`config.mk`:
```
export PLATFORM = sky130hd
export DESIGN_NAME = ccrs_top
export DESIGN_NICKNAME = d
export VERILOG_FILES = /design/src/logic/ccrs_pkg.sv /design/src/logic/ccrs_unlock.sv /design/src/logic/ccrs_top.sv
export SDC_FILE = /design/constraint.sdc
export NUM_CORES = 1
export LEC_CHECK = 0
export ABC_AREA = 1
export BUFFER_PORTS_ARGS = -buffer_cell sky130_fd_sc_hd__buf_2
export CORE_MARGIN = 2
export CORE_UTILIZATION = 55
export DETAILED_ROUTE_END_ITERATION = 12
export PLACE_DENSITY_LB_ADDON = 0.15
export SYNTH_ARGS = -nofsm -noshare
export SYNTH_HDL_FRONTEND = slang
export SYNTH_SLANG_ARGS = --single-unit
```
`constraint.sdc`:
```
create_clock -name clk_sys -period 2.5 [get_ports clk_sys]
set_clock_uncertainty 0.1 [all_clocks]
set_input_delay 0.625 -clock clk_sys [delete_from_list [all_inputs] [get_ports clk_sys]]
set_output_delay 0.625 -clock clk_sys [all_outputs]
set_load 0.02 [all_outputs]
```
`src/logic/ccrs_pkg.sv`:
```
// Constants and types for the clock control register set
package ccrs_pkg;
  // Register addresses on the plain register port
  localparam logic [1:0] ADDR_TRIM = 2'h0;
  localparam logic [1:0] ADDR_DIV = 2'h1;
  localparam logic [1:0] ADDR_CMD = 2'h2;
  localparam logic [1:0] ADDR_SEL = 2'h3;
  // Field positions
  localparam int UNLOCK_BIT = 7;
  localparam int READY_BIT = 4;
  localparam int CLOCK_PIN_OUTPUT_BIT_BIT = 6;
  // Reset values and largest legal code of the division field
  localparam logic [3:0] DIV_RST_PLAIN = 4'h0;
  localparam logic [3:0] DIV_RST_BY8 = 4'h3;
  localparam logic [3:0] DIV_MAX_CODE = 4'h8;
  // Unlock window in cycles
  localparam logic [2:0] UNLOCK_CYCLES = 3'h4;
  // Command codes
  typedef enum logic [3:0] {
    CMD_NONE = 4'h0,
    CMD_DISABLE = 4'h1,
    CMD_ENABLE = 4'h2,
    CMD_REQUEST = 4'h3,
    CMD_SWITCH = 4'h4,
    CMD_RECOVER = 4'h5,
    CMD_WDOG_AUTO = 4'h6,
    CMD_CLK_OUT = 4'h7
  } ccrs_cmd_e;
endpackage : ccrs_pkg

```
`src/logic/ccrs_unlock.sv`:
```
// Timed unlock bit with a fixed four-cycle window
`timescale 1ns/1ps
module ccrs_unlock
  import ccrs_pkg::*;
(
  // Clock and reset
  input wire logic clk_sys,
  input wire logic reset_n,
  // Control
  input wire logic arm,
  input wire logic consume,
  // Status
  output logic open_ff
);
  logic [2:0] cnt_ff;

  // Rearming inside the window neither extends nor clears it
  always_ff @(posedge clk_sys)
  begin
    if (!reset_n)
    begin
      open_ff <= 1'b0;
      cnt_ff <= 3'h0;
    end
    else if (open_ff)
    begin
      if (consume || cnt_ff == UNLOCK_CYCLES - 3'h1)
      begin
        open_ff <= 1'b0;
        cnt_ff <= 3'h0;
      end
      else
      begin
        cnt_ff <= cnt_ff + 3'h1;
      end
    end
    else if (arm)
    begin
      open_ff <= 1'b1;
      cnt_ff <= 3'h0;
    end
  end

  // Window closes by the fourth cycle
  unlock_window_a: assert property (@(posedge clk_sys) disable iff (!reset_n)
    $rose(open_ff) |-> ##[1:4] !open_ff)
    else $error("unlock window too long");
endmodule : ccrs_unlock

```
`src/logic/ccrs_top.sv`:
```
// Clock control register set: trim, divider, command and selection registers
//
// Added by the designer: strobed register access and the placing of the registers.
`timescale 1ns/1ps
module ccrs_top
  import ccrs_pkg::*;
#(
  parameter logic [7:0] FACTORY_TRIM = 8'h80
)
(
  // Clock and reset
  input wire logic clk_sys,
  input wire logic reset_n,
  // Register port
  input wire logic [1:0] reg_addr,
  input wire logic [7:0] reg_wdata,
  input wire logic reg_wr,
  input wire logic reg_rd,
  output logic [7:0] reg_rdata_ff,
  // Fuses, static from pins
  input wire logic div_eight_fuse,
  input wire logic clock_pin_output_fuse,
  input wire logic [1:0] startup_fuses,
  input wire logic [3:0] source_select_fuses,
  // Clock switch logic
  input wire logic clk_avail_pin,
  input wire logic [3:0] current_source,
  output logic [3:0] cmd_code_ff,
  output logic cmd_valid_ff,
  output logic [3:0] cmd_source_ff,
  output logic [1:0] cmd_startup_ff,
  output logic cmd_clk_out_ff,
  output logic wdog_auto_ff,
  // Oscillator and divided clock enable
  output logic trim_range_select_ff,
  output logic [6:0] trim_fine_value_ff,
  output logic [3:0] division_select_ff,
  output logic sys_clk_en_ff
);
  logic [7:0] rc_osc_trim_ff;
  logic source_ready_flag_ff;
  logic [3:0] clock_command_code_ff;
  logic clock_pin_output_bit_ff;
  logic [1:0] startup_time_code_ff;
  logic [3:0] source_code_field_ff;
  logic div_open;
  logic cmd_open;
  logic avail_s1_ff;
  logic avail_s2_ff;
  logic [3:0] fuse_div_s1_ff;
  logic [3:0] fuse_div_s2_ff;
  logic [3:0] src_fuse_s1_ff;
  logic [3:0] src_fuse_s2_ff;
  logic [3:0] div_target_ff;
  logic [7:0] div_cnt_ff;
  logic reset_seen_ff;
  logic wr_div;
  logic wr_cmd;
  logic [7:0] nxt_rdata;
  logic [7:0] div_limit;

  assign wr_div = reg_wr && reg_addr == ADDR_DIV;
  assign wr_cmd = reg_wr && reg_addr == ADDR_CMD;

  // Detector level goes through two flip-flops before use
  always_ff @(posedge clk_sys)
  begin
    if (!reset_n)
    begin
      avail_s1_ff <= 1'b0;
      avail_s2_ff <= 1'b0;
    end
    else
    begin
      avail_s1_ff <= clk_avail_pin;
      avail_s2_ff <= avail_s1_ff;
    end
  end

  // Fuse levels keep sampling through reset, so the second stage has settled
  // by the time the reset values are caught after the release
  always_ff @(posedge clk_sys)
  begin
    fuse_div_s1_ff <= {div_eight_fuse, clock_pin_output_fuse, startup_fuses};
    fuse_div_s2_ff <= fuse_div_s1_ff;
    src_fuse_s1_ff <= source_select_fuses;
    src_fuse_s2_ff <= src_fuse_s1_ff;
  end

  // Unlock windows for the two protected registers
  ccrs_unlock u_div_unlock (
    .clk_sys(clk_sys),
    .reset_n(reset_n),
    .arm(wr_div && reg_wdata == 8'h80),
    .consume(wr_div && !reg_wdata[UNLOCK_BIT]),
    .open_ff(div_open)
  );
  ccrs_unlock u_cmd_unlock (
    .clk_sys(clk_sys),
    .reset_n(reset_n),
    .arm(wr_cmd && reg_wdata == 8'h80),
    .consume(wr_cmd && !reg_wdata[UNLOCK_BIT]),
    .open_ff(cmd_open)
  );

  // Fuse-derived reset values are caught once, after the release
  always_ff @(posedge clk_sys)
  begin
    if (!reset_n)
    begin
      reset_seen_ff <= 1'b0;
    end
    else
    begin
      reset_seen_ff <= 1'b1;
    end
  end

  // Trim register, factory value at reset
  always_ff @(posedge clk_sys)
  begin
    if (!reset_n)
    begin
      rc_osc_trim_ff <= FACTORY_TRIM;
    end
    else if (reg_wr && reg_addr == ADDR_TRIM)
    begin
      rc_osc_trim_ff <= reg_wdata;
    end
  end

  // Range bit and fine value go to the analog trim one cycle behind the trim register
  always_ff @(posedge clk_sys)
  begin
    if (!reset_n)
    begin
      trim_range_select_ff <= FACTORY_TRIM[7];
      trim_fine_value_ff <= FACTORY_TRIM[6:0];
    end
    else
    begin
      trim_range_select_ff <= rc_osc_trim_ff[7];
      trim_fine_value_ff <= rc_osc_trim_ff[6:0];
    end
  end

  // Division field: fuse default after reset, protected writes later
  always_ff @(posedge clk_sys)
  begin
    if (!reset_n)
    begin
      division_select_ff <= DIV_RST_PLAIN;
    end
    else if (!reset_seen_ff)
    begin
      division_select_ff <= fuse_div_s2_ff[3] ? DIV_RST_BY8 : DIV_RST_PLAIN;
    end
    else if (wr_div && div_open && !reg_wdata[UNLOCK_BIT])
    begin
      division_select_ff <= reg_wdata[3:0];
    end
  end

  // Reserved division codes saturate at the largest legal factor
  always_comb
  begin
    if (div_target_ff > DIV_MAX_CODE)
    begin
      div_limit = 8'hFF;
    end
    else
    begin
      div_limit = 8'((9'h001 << div_target_ff) - 9'h001);
    end
  end

  // New factor is taken only at a period boundary, so no short pulse appears
  always_ff @(posedge clk_sys)
  begin
    if (!reset_n)
    begin
      div_cnt_ff <= 8'h00;
      div_target_ff <= 4'h0;
      sys_clk_en_ff <= 1'b0;
    end
    else if (div_cnt_ff >= div_limit)
    begin
      div_cnt_ff <= 8'h00;
      div_target_ff <= division_select_ff;
      sys_clk_en_ff <= 1'b1;
    end
    else
    begin
      div_cnt_ff <= div_cnt_ff + 8'h01;
      sys_clk_en_ff <= 1'b0;
    end
  end

  // Command field and single-cycle request toward the clock switch
  always_ff @(posedge clk_sys)
  begin
    if (!reset_n)
    begin
      clock_command_code_ff <= 4'h0;
      cmd_valid_ff <= 1'b0;
      cmd_code_ff <= 4'h0;
      cmd_source_ff <= 4'h0;
      cmd_startup_ff <= 2'h0;
      cmd_clk_out_ff <= 1'b0;
    end
    else if (wr_cmd && cmd_open && !reg_wdata[UNLOCK_BIT])
    begin
      clock_command_code_ff <= reg_wdata[3:0];
      cmd_valid_ff <= !reg_wdata[3];
      cmd_code_ff <= reg_wdata[3] ? CMD_NONE : reg_wdata[3:0];
      cmd_source_ff <= source_code_field_ff;
      cmd_startup_ff <= startup_time_code_ff;
      cmd_clk_out_ff <= clock_pin_output_bit_ff;
    end
    else
    begin
      cmd_valid_ff <= 1'b0;
    end
  end

  // Ready flag: an enable or request command clears it, the detector sets it
  always_ff @(posedge clk_sys)
  begin
    if (!reset_n)
    begin
      source_ready_flag_ff <= 1'b0;
    end
    else if (cmd_valid_ff && (cmd_code_ff == CMD_ENABLE || cmd_code_ff == CMD_REQUEST))
    begin
      source_ready_flag_ff <= 1'b0;
    end
    else if (avail_s2_ff)
    begin
      source_ready_flag_ff <= 1'b1;
    end
  end

  // Auto-reload mode is sticky until reset
  always_ff @(posedge clk_sys)
  begin
    if (!reset_n)
    begin
      wdog_auto_ff <= 1'b0;
    end
    else if (cmd_valid_ff && cmd_code_ff == CMD_WDOG_AUTO)
    begin
      wdog_auto_ff <= 1'b1;
    end
  end

  // Selection register: fuse defaults, software writes, recover loads source
  always_ff @(posedge clk_sys)
  begin
    if (!reset_n)
    begin
      clock_pin_output_bit_ff <= 1'b0;
      startup_time_code_ff <= 2'h0;
      source_code_field_ff <= 4'h0;
    end
    else if (!reset_seen_ff)
    begin
      clock_pin_output_bit_ff <= !fuse_div_s2_ff[2];
      startup_time_code_ff <= fuse_div_s2_ff[1:0];
      source_code_field_ff <= src_fuse_s2_ff;
    end
    else if (cmd_valid_ff && cmd_code_ff == CMD_RECOVER)
    begin
      source_code_field_ff <= current_source;
    end
    else if (reg_wr && reg_addr == ADDR_SEL)
    begin
      clock_pin_output_bit_ff <= reg_wdata[CLOCK_PIN_OUTPUT_BIT_BIT];
      startup_time_code_ff <= reg_wdata[5:4];
      source_code_field_ff <= reg_wdata[3:0];
    end
  end

  // Read decode, reserved bits forced to zero
  always_comb
  begin
    if (reg_addr == ADDR_TRIM)
    begin
      nxt_rdata = rc_osc_trim_ff;
    end
    else if (reg_addr == ADDR_DIV)
    begin
      nxt_rdata = {div_open, 3'h0, division_select_ff};
    end
    else if (reg_addr == ADDR_CMD)
    begin
      nxt_rdata = {cmd_open, 2'h0, source_ready_flag_ff, clock_command_code_ff};
    end
    else
    begin
      nxt_rdata = {1'b0, clock_pin_output_bit_ff, startup_time_code_ff, source_code_field_ff};
    end
  end

  // Read data stands one cycle after the strobe and only then
  always_ff @(posedge clk_sys)
  begin
    if (!reset_n)
    begin
      reg_rdata_ff <= 8'h00;
    end
    else
    begin
      reg_rdata_ff <= reg_rd ? nxt_rdata : 8'h00;
    end
  end

  // Checks
  locked_div_hold_a: assert property (@(posedge clk_sys) disable iff (!reset_n)
    reset_seen_ff && wr_div && !div_open |=> $stable(division_select_ff))
    else $error("locked divider write changed field");
  div_unlock_set_a: assert property (@(posedge clk_sys) disable iff (!reset_n)
    !div_open && wr_div && reg_wdata != 8'h80 |=> !div_open)
    else $error("divider unlocked by bad write");
  cmd_unlock_set_a: assert property (@(posedge clk_sys) disable iff (!reset_n)
    !cmd_open && wr_cmd && reg_wdata == 8'h80 |=> cmd_open)
    else $error("command unlock not set");
  cmd_unlock_time_a: assert property (@(posedge clk_sys) disable iff (!reset_n)
    $rose(cmd_open) |-> cmd_open [*4] ##1 !cmd_open or ##[1:4] !cmd_open)
    else $error("command unlock window wrong");
  cmd_pulse_one_a: assert property (@(posedge clk_sys) disable iff (!reset_n)
    cmd_valid_ff |=> !cmd_valid_ff)
    else $error("command pulse longer than one cycle");
  ready_clear_a: assert property (@(posedge clk_sys) disable iff (!reset_n)
    cmd_valid_ff && cmd_code_ff == CMD_REQUEST |=> !source_ready_flag_ff)
    else $error("ready flag not cleared");
  recover_load_a: assert property (@(posedge clk_sys) disable iff (!reset_n)
    reset_seen_ff && cmd_valid_ff && cmd_code_ff == CMD_RECOVER
    |=> source_code_field_ff == $past(current_source))
    else $error("recover did not load source");
  wdog_sticky_a: assert property (@(posedge clk_sys) disable iff (!reset_n)
    wdog_auto_ff |=> wdog_auto_ff)
    else $error("auto reload mode left without reset");
  reserved_zero_a: assert property (@(posedge clk_sys) disable iff (!reset_n)
    reg_rd && reg_addr == ADDR_DIV |=> reg_rdata_ff[6:4] == 3'h0)
    else $error("reserved divider bits not zero");
  div_change_c: cover property (@(posedge clk_sys) disable iff (!reset_n)
    div_open && wr_div && !reg_wdata[UNLOCK_BIT]);
  cmd_issue_c: cover property (@(posedge clk_sys) disable iff (!reset_n)
    cmd_valid_ff && cmd_code_ff == CMD_SWITCH);
  ready_set_c: cover property (@(posedge clk_sys) disable iff (!reset_n)
    $rose(source_ready_flag_ff));
endmodule : ccrs_top

```
==> results of run 1 <==
==> routing by layer <==
metal / GRT usage, % / wire length (um) / up-vias
met5: 0 / 0 / -
met4: 10.5 / 143 / 0
met3: 4.43 / 588 / 15
met2: 37.6 / 3800 / 130
met1: 33.3 / 3850 / 1472
li1: - / - / 1643
==> cell usage after synthesis (3+ instances only) <==
master / number / area share, %
dfxtp_1: 92 / 50
nand2_1: 91 / 9.2
nor2_1: 52 / 5.3
inv_1: 51 / 5.2
a21oi_1: 43 / 5.8
o21ai_0: 38 / 5.1
nand3_1: 37 / 5.0
ha_1: 14 / 4.7
clkbuf_1: 8 / 0.81
nand4_1: 6 / 1.0
xnor2_1: 6 / 1.4
buf_4: 3 / 0.61
o211ai_1: 3 / 0.61
==> area by class of cell <==
cell class              instances  share of cell area [%]
flip-flops and latches         92                    42.9
multi-input cells             311                    37.6
repair buffers                 62                    7.39
inverters                      54                    4.71
clock buffers                  10                    2.97
well taps                      77                    2.24
clock inverters                 6                    2.21
==> repair_timing <==
| action | 4_1_cts | 5_1_grt |
|---|---|---|
| setup buffers | 0 | 0 |
| endpoints found under the setup margin | 0 | 12 |
| gates resized for setup | 0 | 10 |
==> power breakdown <==
group | switching [mW] | internal (mW) | leakage (nW) | total (mW)
logic | 0.273 | 0.139 | 1.19 | 0.412
registers | 0.0428 | 1.53 | 0.754 | 1.57
clock network | 0.541 | 0.574 | 0.105 | 1.11
total | 0.856 | 2.24 | 2.05 | 3.10
==> flip-flops by register name (all words and copies together), names as in the netlist, 4 cells and up <==
name / flops
div_cnt_ff: 8
rc_osc_trim_ff: 8
reg_rdata_ff: 8
trim_fine_value_ff: 7
clock_command_code_ff: 4
cmd_source_ff: 4
div_target_ff: 4
division_select_ff: 4
fuse_div_s1_ff: 4
fuse_div_s2_ff: 4
source_code_field_ff: 4
src_fuse_s1_ff: 4
src_fuse_s2_ff: 4
==> logic make-up after synthesis <==
kind of cell / after synthesis
and+or+nand+nor: 199
adders and majority gates: 14
xor gates and xnor gates: 8
AOI/OAI and AO/OA: 89
other: 1
buffers and inverters: 68
DFF: 92
==> path summary, 6_finish.rpt <==
path,from,end,slack [ps],cells after the start
hold reg to reg,src_fuse_s1_ff[3],src_fuse_s2_ff[3],230,0
setup reg to reg,div_target_ff[2],div_target_ff[2],180,14
setup / recovery,div_target_ff[2],div_target_ff[2],180,14
hold / removal,src_fuse_s1_ff[3],src_fuse_s2_ff[3],230,0
==> stage by stage <==
step           worst slack (ps)  setup TNS, ps  hold WS (ps)  instance area [um2]
3_5_place_dp               62.1              0           214                 4050
6_report                    185              0           234                 4300
4_1_cts                    5.22              0           235                 4270
5_1_grt                   -27.1          -60.8           242                 4300
3_3_place_gp                151              0           211                 4050
2_1_floorplan               298              0           210                 3700
==> layout by cell type (no fill, tap or decap), types with 9 or more instances in the layout <==
cell type,synthesis,layout
a21oi_1,43,43
buf_2,2,59
clkbuf_8,0,9
dfxtp_1,92,90
ha_1,14,14
inv_1,51,51
nand2_1,91,90
nand3_1,37,36
nor2_1,52,49
o21ai_0,38,38
==> worst register-to-register path, stage by stage, from the launching register on <==
cell	delay (ps)
dfxtp_2	370
inv_1	150
nand3_1	100
ha_1	220
nand2_1	100
xnor2_1	120
nor2_1	60
ha_1	280
nand2_1	90
nor2_1	60
nor2_2	150
buf_4	180
nand2_1	100
nand3_1	100
nand2_1	50
==> results.json, run 1 <==
{
  "outcome": "finished clean",
  "tightest_slew_ps": 594,
  "crit_chain": "inv_1 > nand3_1 > ha_1 > nand2_1 > xnor2_1 > nor2_1 > ha_1 > nand2_1 > nor2_1 > nor2_2 > buf_4 > nand2_1 > nand3_1 > nand2_1",
  "die_h_um": 86.1,
  "async_reset_ff_share_pct": 0,
  "slew_headroom_pct": 60.3,
  "n_fill_cell": 571,
  "antenna_found_initial": 0,
  "synth.net_count": 512,
  "fin_nets": 571,
  "final_util_pct": 67.0,
  "drv_cap": 0,
  "first_global_vias": 3062,
  "syn-cell-area_mm2": 0.00370,
  "cpMostUsedCell": "nand2_1",
  "first_pass_iters": 5,
  "root_buffer": "clkbuf_8",
  "synth-simple-area-share_pct": 23.6,
  "area_growth_syn_to_layout_pct": 16.1,
  "worstSkewPairLatency_ps": 360,
  "syn_area_per_cell_um2": 7.87,
  "cts_inserted_buffers": 9,
  "seq_area_mm2": 0.00184,
  "setup_viol": 0,
  "clock_sinks": 92,
  "endpoint_kind": "register",
  "min_period_ps": 2320,
  "grt_pass1_wl_um": 14200,
  "worstPathMaxFanout": 6,
  "vias_per_cell": 5.33,
  "ys.flop_type": "dfxtp_1",
  "drive_gt1_share_pct": 17.8,
  "slowest_stage": "dfxtp_2",
  "clk_pin_slew_worst_paths_ps": 90,
  "critPathArrivalTime_ps": 2480,
  "dr_total_vias": 3260,
  "dpl.cell_count": 596,
  "fp-row-count": 29,
  "clock_path_buffers": 2,
  "startpoint_type": "register",
  "multi_input_area_mm2": 0.00162,
  "htreeDepth": 3,
  "yosysWarnings": 0,
  "fin_crit_sh_pct": 92.6,
  "port_buffers": 59,
  "instances_no_fill": 612,
  "start_util_pct": 57.7,
  "coreArea_mm2": 0.00642,
  "synth_fa_ha_area_share_pct": 4.73,
  "drt-initial-drc-count": 198,
  "wl_um": 8380,
  "powerDensity_mw_per_mm2": 720,
  "critPathKind": "reg2reg",
  "ys_seq_area_share_pct": 49.7,
  "worstPathRequired_ps": 2660,
  "drv_slew": 0,
  "cts_tree": "built",
  "synth_edf_count": 0,
  "hold_viol": 0,
  "drc": 0,
  "hpwlAfterDp_um": 6020,
  "ys_ff_latch": 92,
  "finalPower_mw": 3.10,
  "die-area_mm2": 0.00741,
  "synth_top_family_by_area": "simple AND/OR/NAND/NOR gates",
  "synthMuxAreaShare_pct": 0,
  "io_pins": 61,
  "fp.dieW_um": 86.1,
  "grt.overflow.total": 0,
  "cpPeakStageDelay_ps": 370,
  "clock.fmax_mhz": 432,
  "p_leak_nw": 2.05,
  "grt_max_degree": 28,
  "syn_inst": 471,
  "synth-compound-area-share_pct": 12.5,
  "hp-class": "reg2reg",
  "drt-wirelength-per-cell_um": 13.7,
  "synth-xor-area-share_pct": 1.89,
  "grt_usage_pct": 24.3,
  "ir_drop_v": 0.000362,
  "crit_buf_inv": 2,
  "drtAntennaViolNets": 0,
  "antennaDiodeCount": 0,
  "cp_top_family": "simple AND/OR/NAND/NOR gates",
  "holdBufCountCts": 0,
  "gp_congestion": 0.864,
  "synth.distinct_cells": 33
}
No activity file was read; power rests on OpenSTA's default activity.
==> inputs of run 2 (changes only) <==
--- a/config.mk
+++ b/config.mk
@@ -10,7 +10,8 @@
 export CORE_MARGIN = 2
 export CORE_UTILIZATION = 55
 export DETAILED_ROUTE_END_ITERATION = 12
-export PLACE_DENSITY_LB_ADDON = 0.15
+export PLACE_DENSITY_LB_ADDON = 0.2
+export SLEW_MARGIN = 40
 export SYNTH_ARGS = -nofsm -noshare
 export SYNTH_HDL_FRONTEND = slang
 export SYNTH_SLANG_ARGS = --single-unit
==> constraint.sdc (replaced) <==
create_clock -name clk_sys -period 2.3 [get_ports clk_sys]
set_clock_uncertainty 0.1 [all_clocks]
set_input_delay 0.575 -clock clk_sys [delete_from_list [all_inputs] [get_ports clk_sys]]
set_output_delay 0.575 -clock clk_sys [all_outputs]
set_load 0.02 [all_outputs]
==> results.json, run 2 (same netlist as run 1, synthesis figures left out) <==
{
  "outcome": "finished clean",
  "cts_inserted_buffers": 9,
  "drc": 0,
  "coreArea_mm2": 0.00642,
  "p_leak_nw": 2.10,
  "area_growth_syn_to_layout_pct": 18.1,
  "drt-wirelength-per-cell_um": 13.6,
  "first_pass_iters": 5,
  "pwr-share-clk_pct": 32.0,
  "hold_path_depth": 1,
  "cp_top_family": "simple AND/OR/NAND/NOR gates",
  "fin_ws_ps": 101,
  "critPathArrivalTime_ps": 2410,
  "critPathKind": "reg2reg",
  "endpoint_kind": "register",
  "crit_chain": "nor2_4 > nand3_2 > ha_4 > nand2_4 > xnor2_2 > nor2_1 > ha_1 > nand2_2 > nor2_1 > nor2_2 > buf_6 > nand4_1 > nand2_1",
  "ff2ff_setup_slack_ps": 100,
  "top_layer_used": "met4",
  "instances_no_fill": 618,
  "antenna_found_initial": 0,
  "hold_start": "startup_fuses[1]",
  "crit_buf_inv": 1,
  "hp-class": "in2reg",
  "antennaDiodeCount": 0,
  "dr_total_vias": 3298,
  "gp_congestion": 0.878,
  "clk_pin_slew_worst_paths_ps": 100,
  "hold_ws_ps": 202,
  "p_sw_share_pct": 30.3,
  "switching_power_mw": 0.988,
  "tightest_slew_ps": 585,
  "final_util_pct": 68.1,
  "start_util_pct": 57.7,
  "powerDensity_mw_per_mm2": 745,
  "first_global_vias": 2955,
  "htreeDepth": 3,
  "fin_crit_sh_pct": 95.6,
  "finalPower_mw": 3.26,
  "clock_sinks": 92,
  "worstSetupStartpoint": "div_target_ff[3]",
  "final_common_cell": "dfxtp_1",
  "root_buffer": "clkbuf_8",
  "startpoint_type": "register",
  "wl_um": 8430,
  "layout_common_cells": "dfxtp_1 (88), nand2_1 (87), buf_2 (59)",
  "clock.fmax_mhz": 455,
  "holdBufCountCts": 0,
  "setup_viol": 0,
  "grt_pass1_wl_um": 13400,
  "die_h_um": 86.1,
  "dpl.cell_count": 601,
  "detailedPlace.worstSlack_ps": 3.14,
  "fp-row-count": 29,
  "cpPeakStageDelay_ps": 380,
  "combPwrFrac_pct": 15.7,
  "drt-initial-drc-count": 177,
  "die-area_mm2": 0.00741,
  "reg_top3": "div_cnt_ff: 8 flops, rc_osc_trim_ff: 8 flops, reg_rdata_ff: 8 flops",
  "hpwlAfterDp_um": 6090,
  "regToRegEndpoint": "div_target_ff[1]",
  "vias_per_cell": 5.34,
  "drive_gt1_share_pct": 21.3,
  "wl_met1_um": 3730,
  "fp.dieW_um": 86.1,
  "grt_max_degree": 21,
  "worstPathMaxFanout": 5,
  "worstSkewPairLatency_ps": 370,
  "ir_drop_v": 0.000510,
  "drtAntennaViolNets": 0,
  "grt_usage_pct": 23.1,
  "cpMostUsedCell": "nor2_1",
  "r2r-start": "div_target_ff[3]",
  "fin_nets": 577,
  "io_pins": 61,
  "port_buffers": 59,
  "drv_cap": 0,
  "clock_path_buffers": 2,
  "p_int_mw": 2.27,
  "worstPathRequired_ps": 2510,
  "slowest_stage": "dfxtp_4",
  "hold_viol": 0,
  "slew_headroom_pct": 61.0,
  "cts_tree": "built",
  "min_period_ps": 2200,
  "routed-wl-met2_um": 3920,
  "reg2reg_depth": 13,
  "drv_slew": 0,
  "hold_path_end": "fuse_div_s1_ff[1]",
  "dr_wl_met3_um": 610,
  "grt.overflow.total": 0,
  "seq_power_share_pct": 52.4
}
==> run 2: cell count changes in the layout (fill, tap and decap cells not counted), moves of 3 or more <==
cell,previous run,this run
dfxtp_4,0,3
buf_4,3,8
inv_1,51,48
nand2_1,90,87
==> run 2: metal layers <==
metal / up-vias / global-route usage, %
met5: - / 0
met4: 0 / 9.81
met3: 15 / 3.95
met2: 141 / 37.1
met1: 1485 / 30.6
li1: 1657 / -
==> run 2: stage by stage <==
stage / setup TNS (ps) / cell area, um2
final: 0 / 4380
after floorplan: 0 / 3700
after detailed placement: 0 / 4080
after CTS: 0 / 4270
after global placement: 0 / 4080
after global routing: -30.1 / 4380
==> run 2: worst max path at each step <==
| stage | end | slack (ps) | cells past startpoint |
|---|---|---|---|
| floorplan | div_cnt_ff[7] | 100 | 12 |
| global placement | div_cnt_ff[7] | 70 | 13 |
| global route | div_target_ff[3] | -20 | 13 |
| CTS | div_target_ff[3] | 70 | 13 |
| finish | div_target_ff[1] | 100 | 13 |
| detailed placement | div_cnt_ff[0] | 3 | 13 |
==> run 2: cell type report <==
type / instances / area (um2)
clock inverters: 7 / 62.6
multi-input cells: 311 / 1660
repair buffers: 68 / 367
well taps: 77 / 96.3
fillers: 523 / 2050
flip-flops and latches: 92 / 1850
inverters: 54 / 208
clock buffers: 9 / 124
==> run 2: worst register-to-register path: cells and delay by family (launching register included) <==
family / cells / cell delay [ps]
AND/OR/NAND/NOR: 9 / 890
adder cells (fa/ha/maj): 2 / 500
flip-flops: 1 / 380
buffers and inverters: 1 / 170
XOR/XNOR: 1 / 100
==> run 2: repair_timing <==
item                                    in CTS  in global routing
pin swaps                                    0                  9
hold endpoints to repair                     0                  0
endpoints found under the setup margin       3                 13
buffers inserted                             0                  1
gates resized for setup                      1                 30
==> run 2: power by group through the flow <==
stage | clock, mW | sequential [mW] | combinational, mW
final | 1.04 | 1.71 | 0.511
after detailed placement | 0 | 1.74 | 0.452
after global routing | 1.12 | 1.71 | 0.570
after CTS | 1.06 | 1.70 | 0.460
after floorplan | 0 | 1.75 | 0.285
after global placement | 0 | 1.74 | 0.437
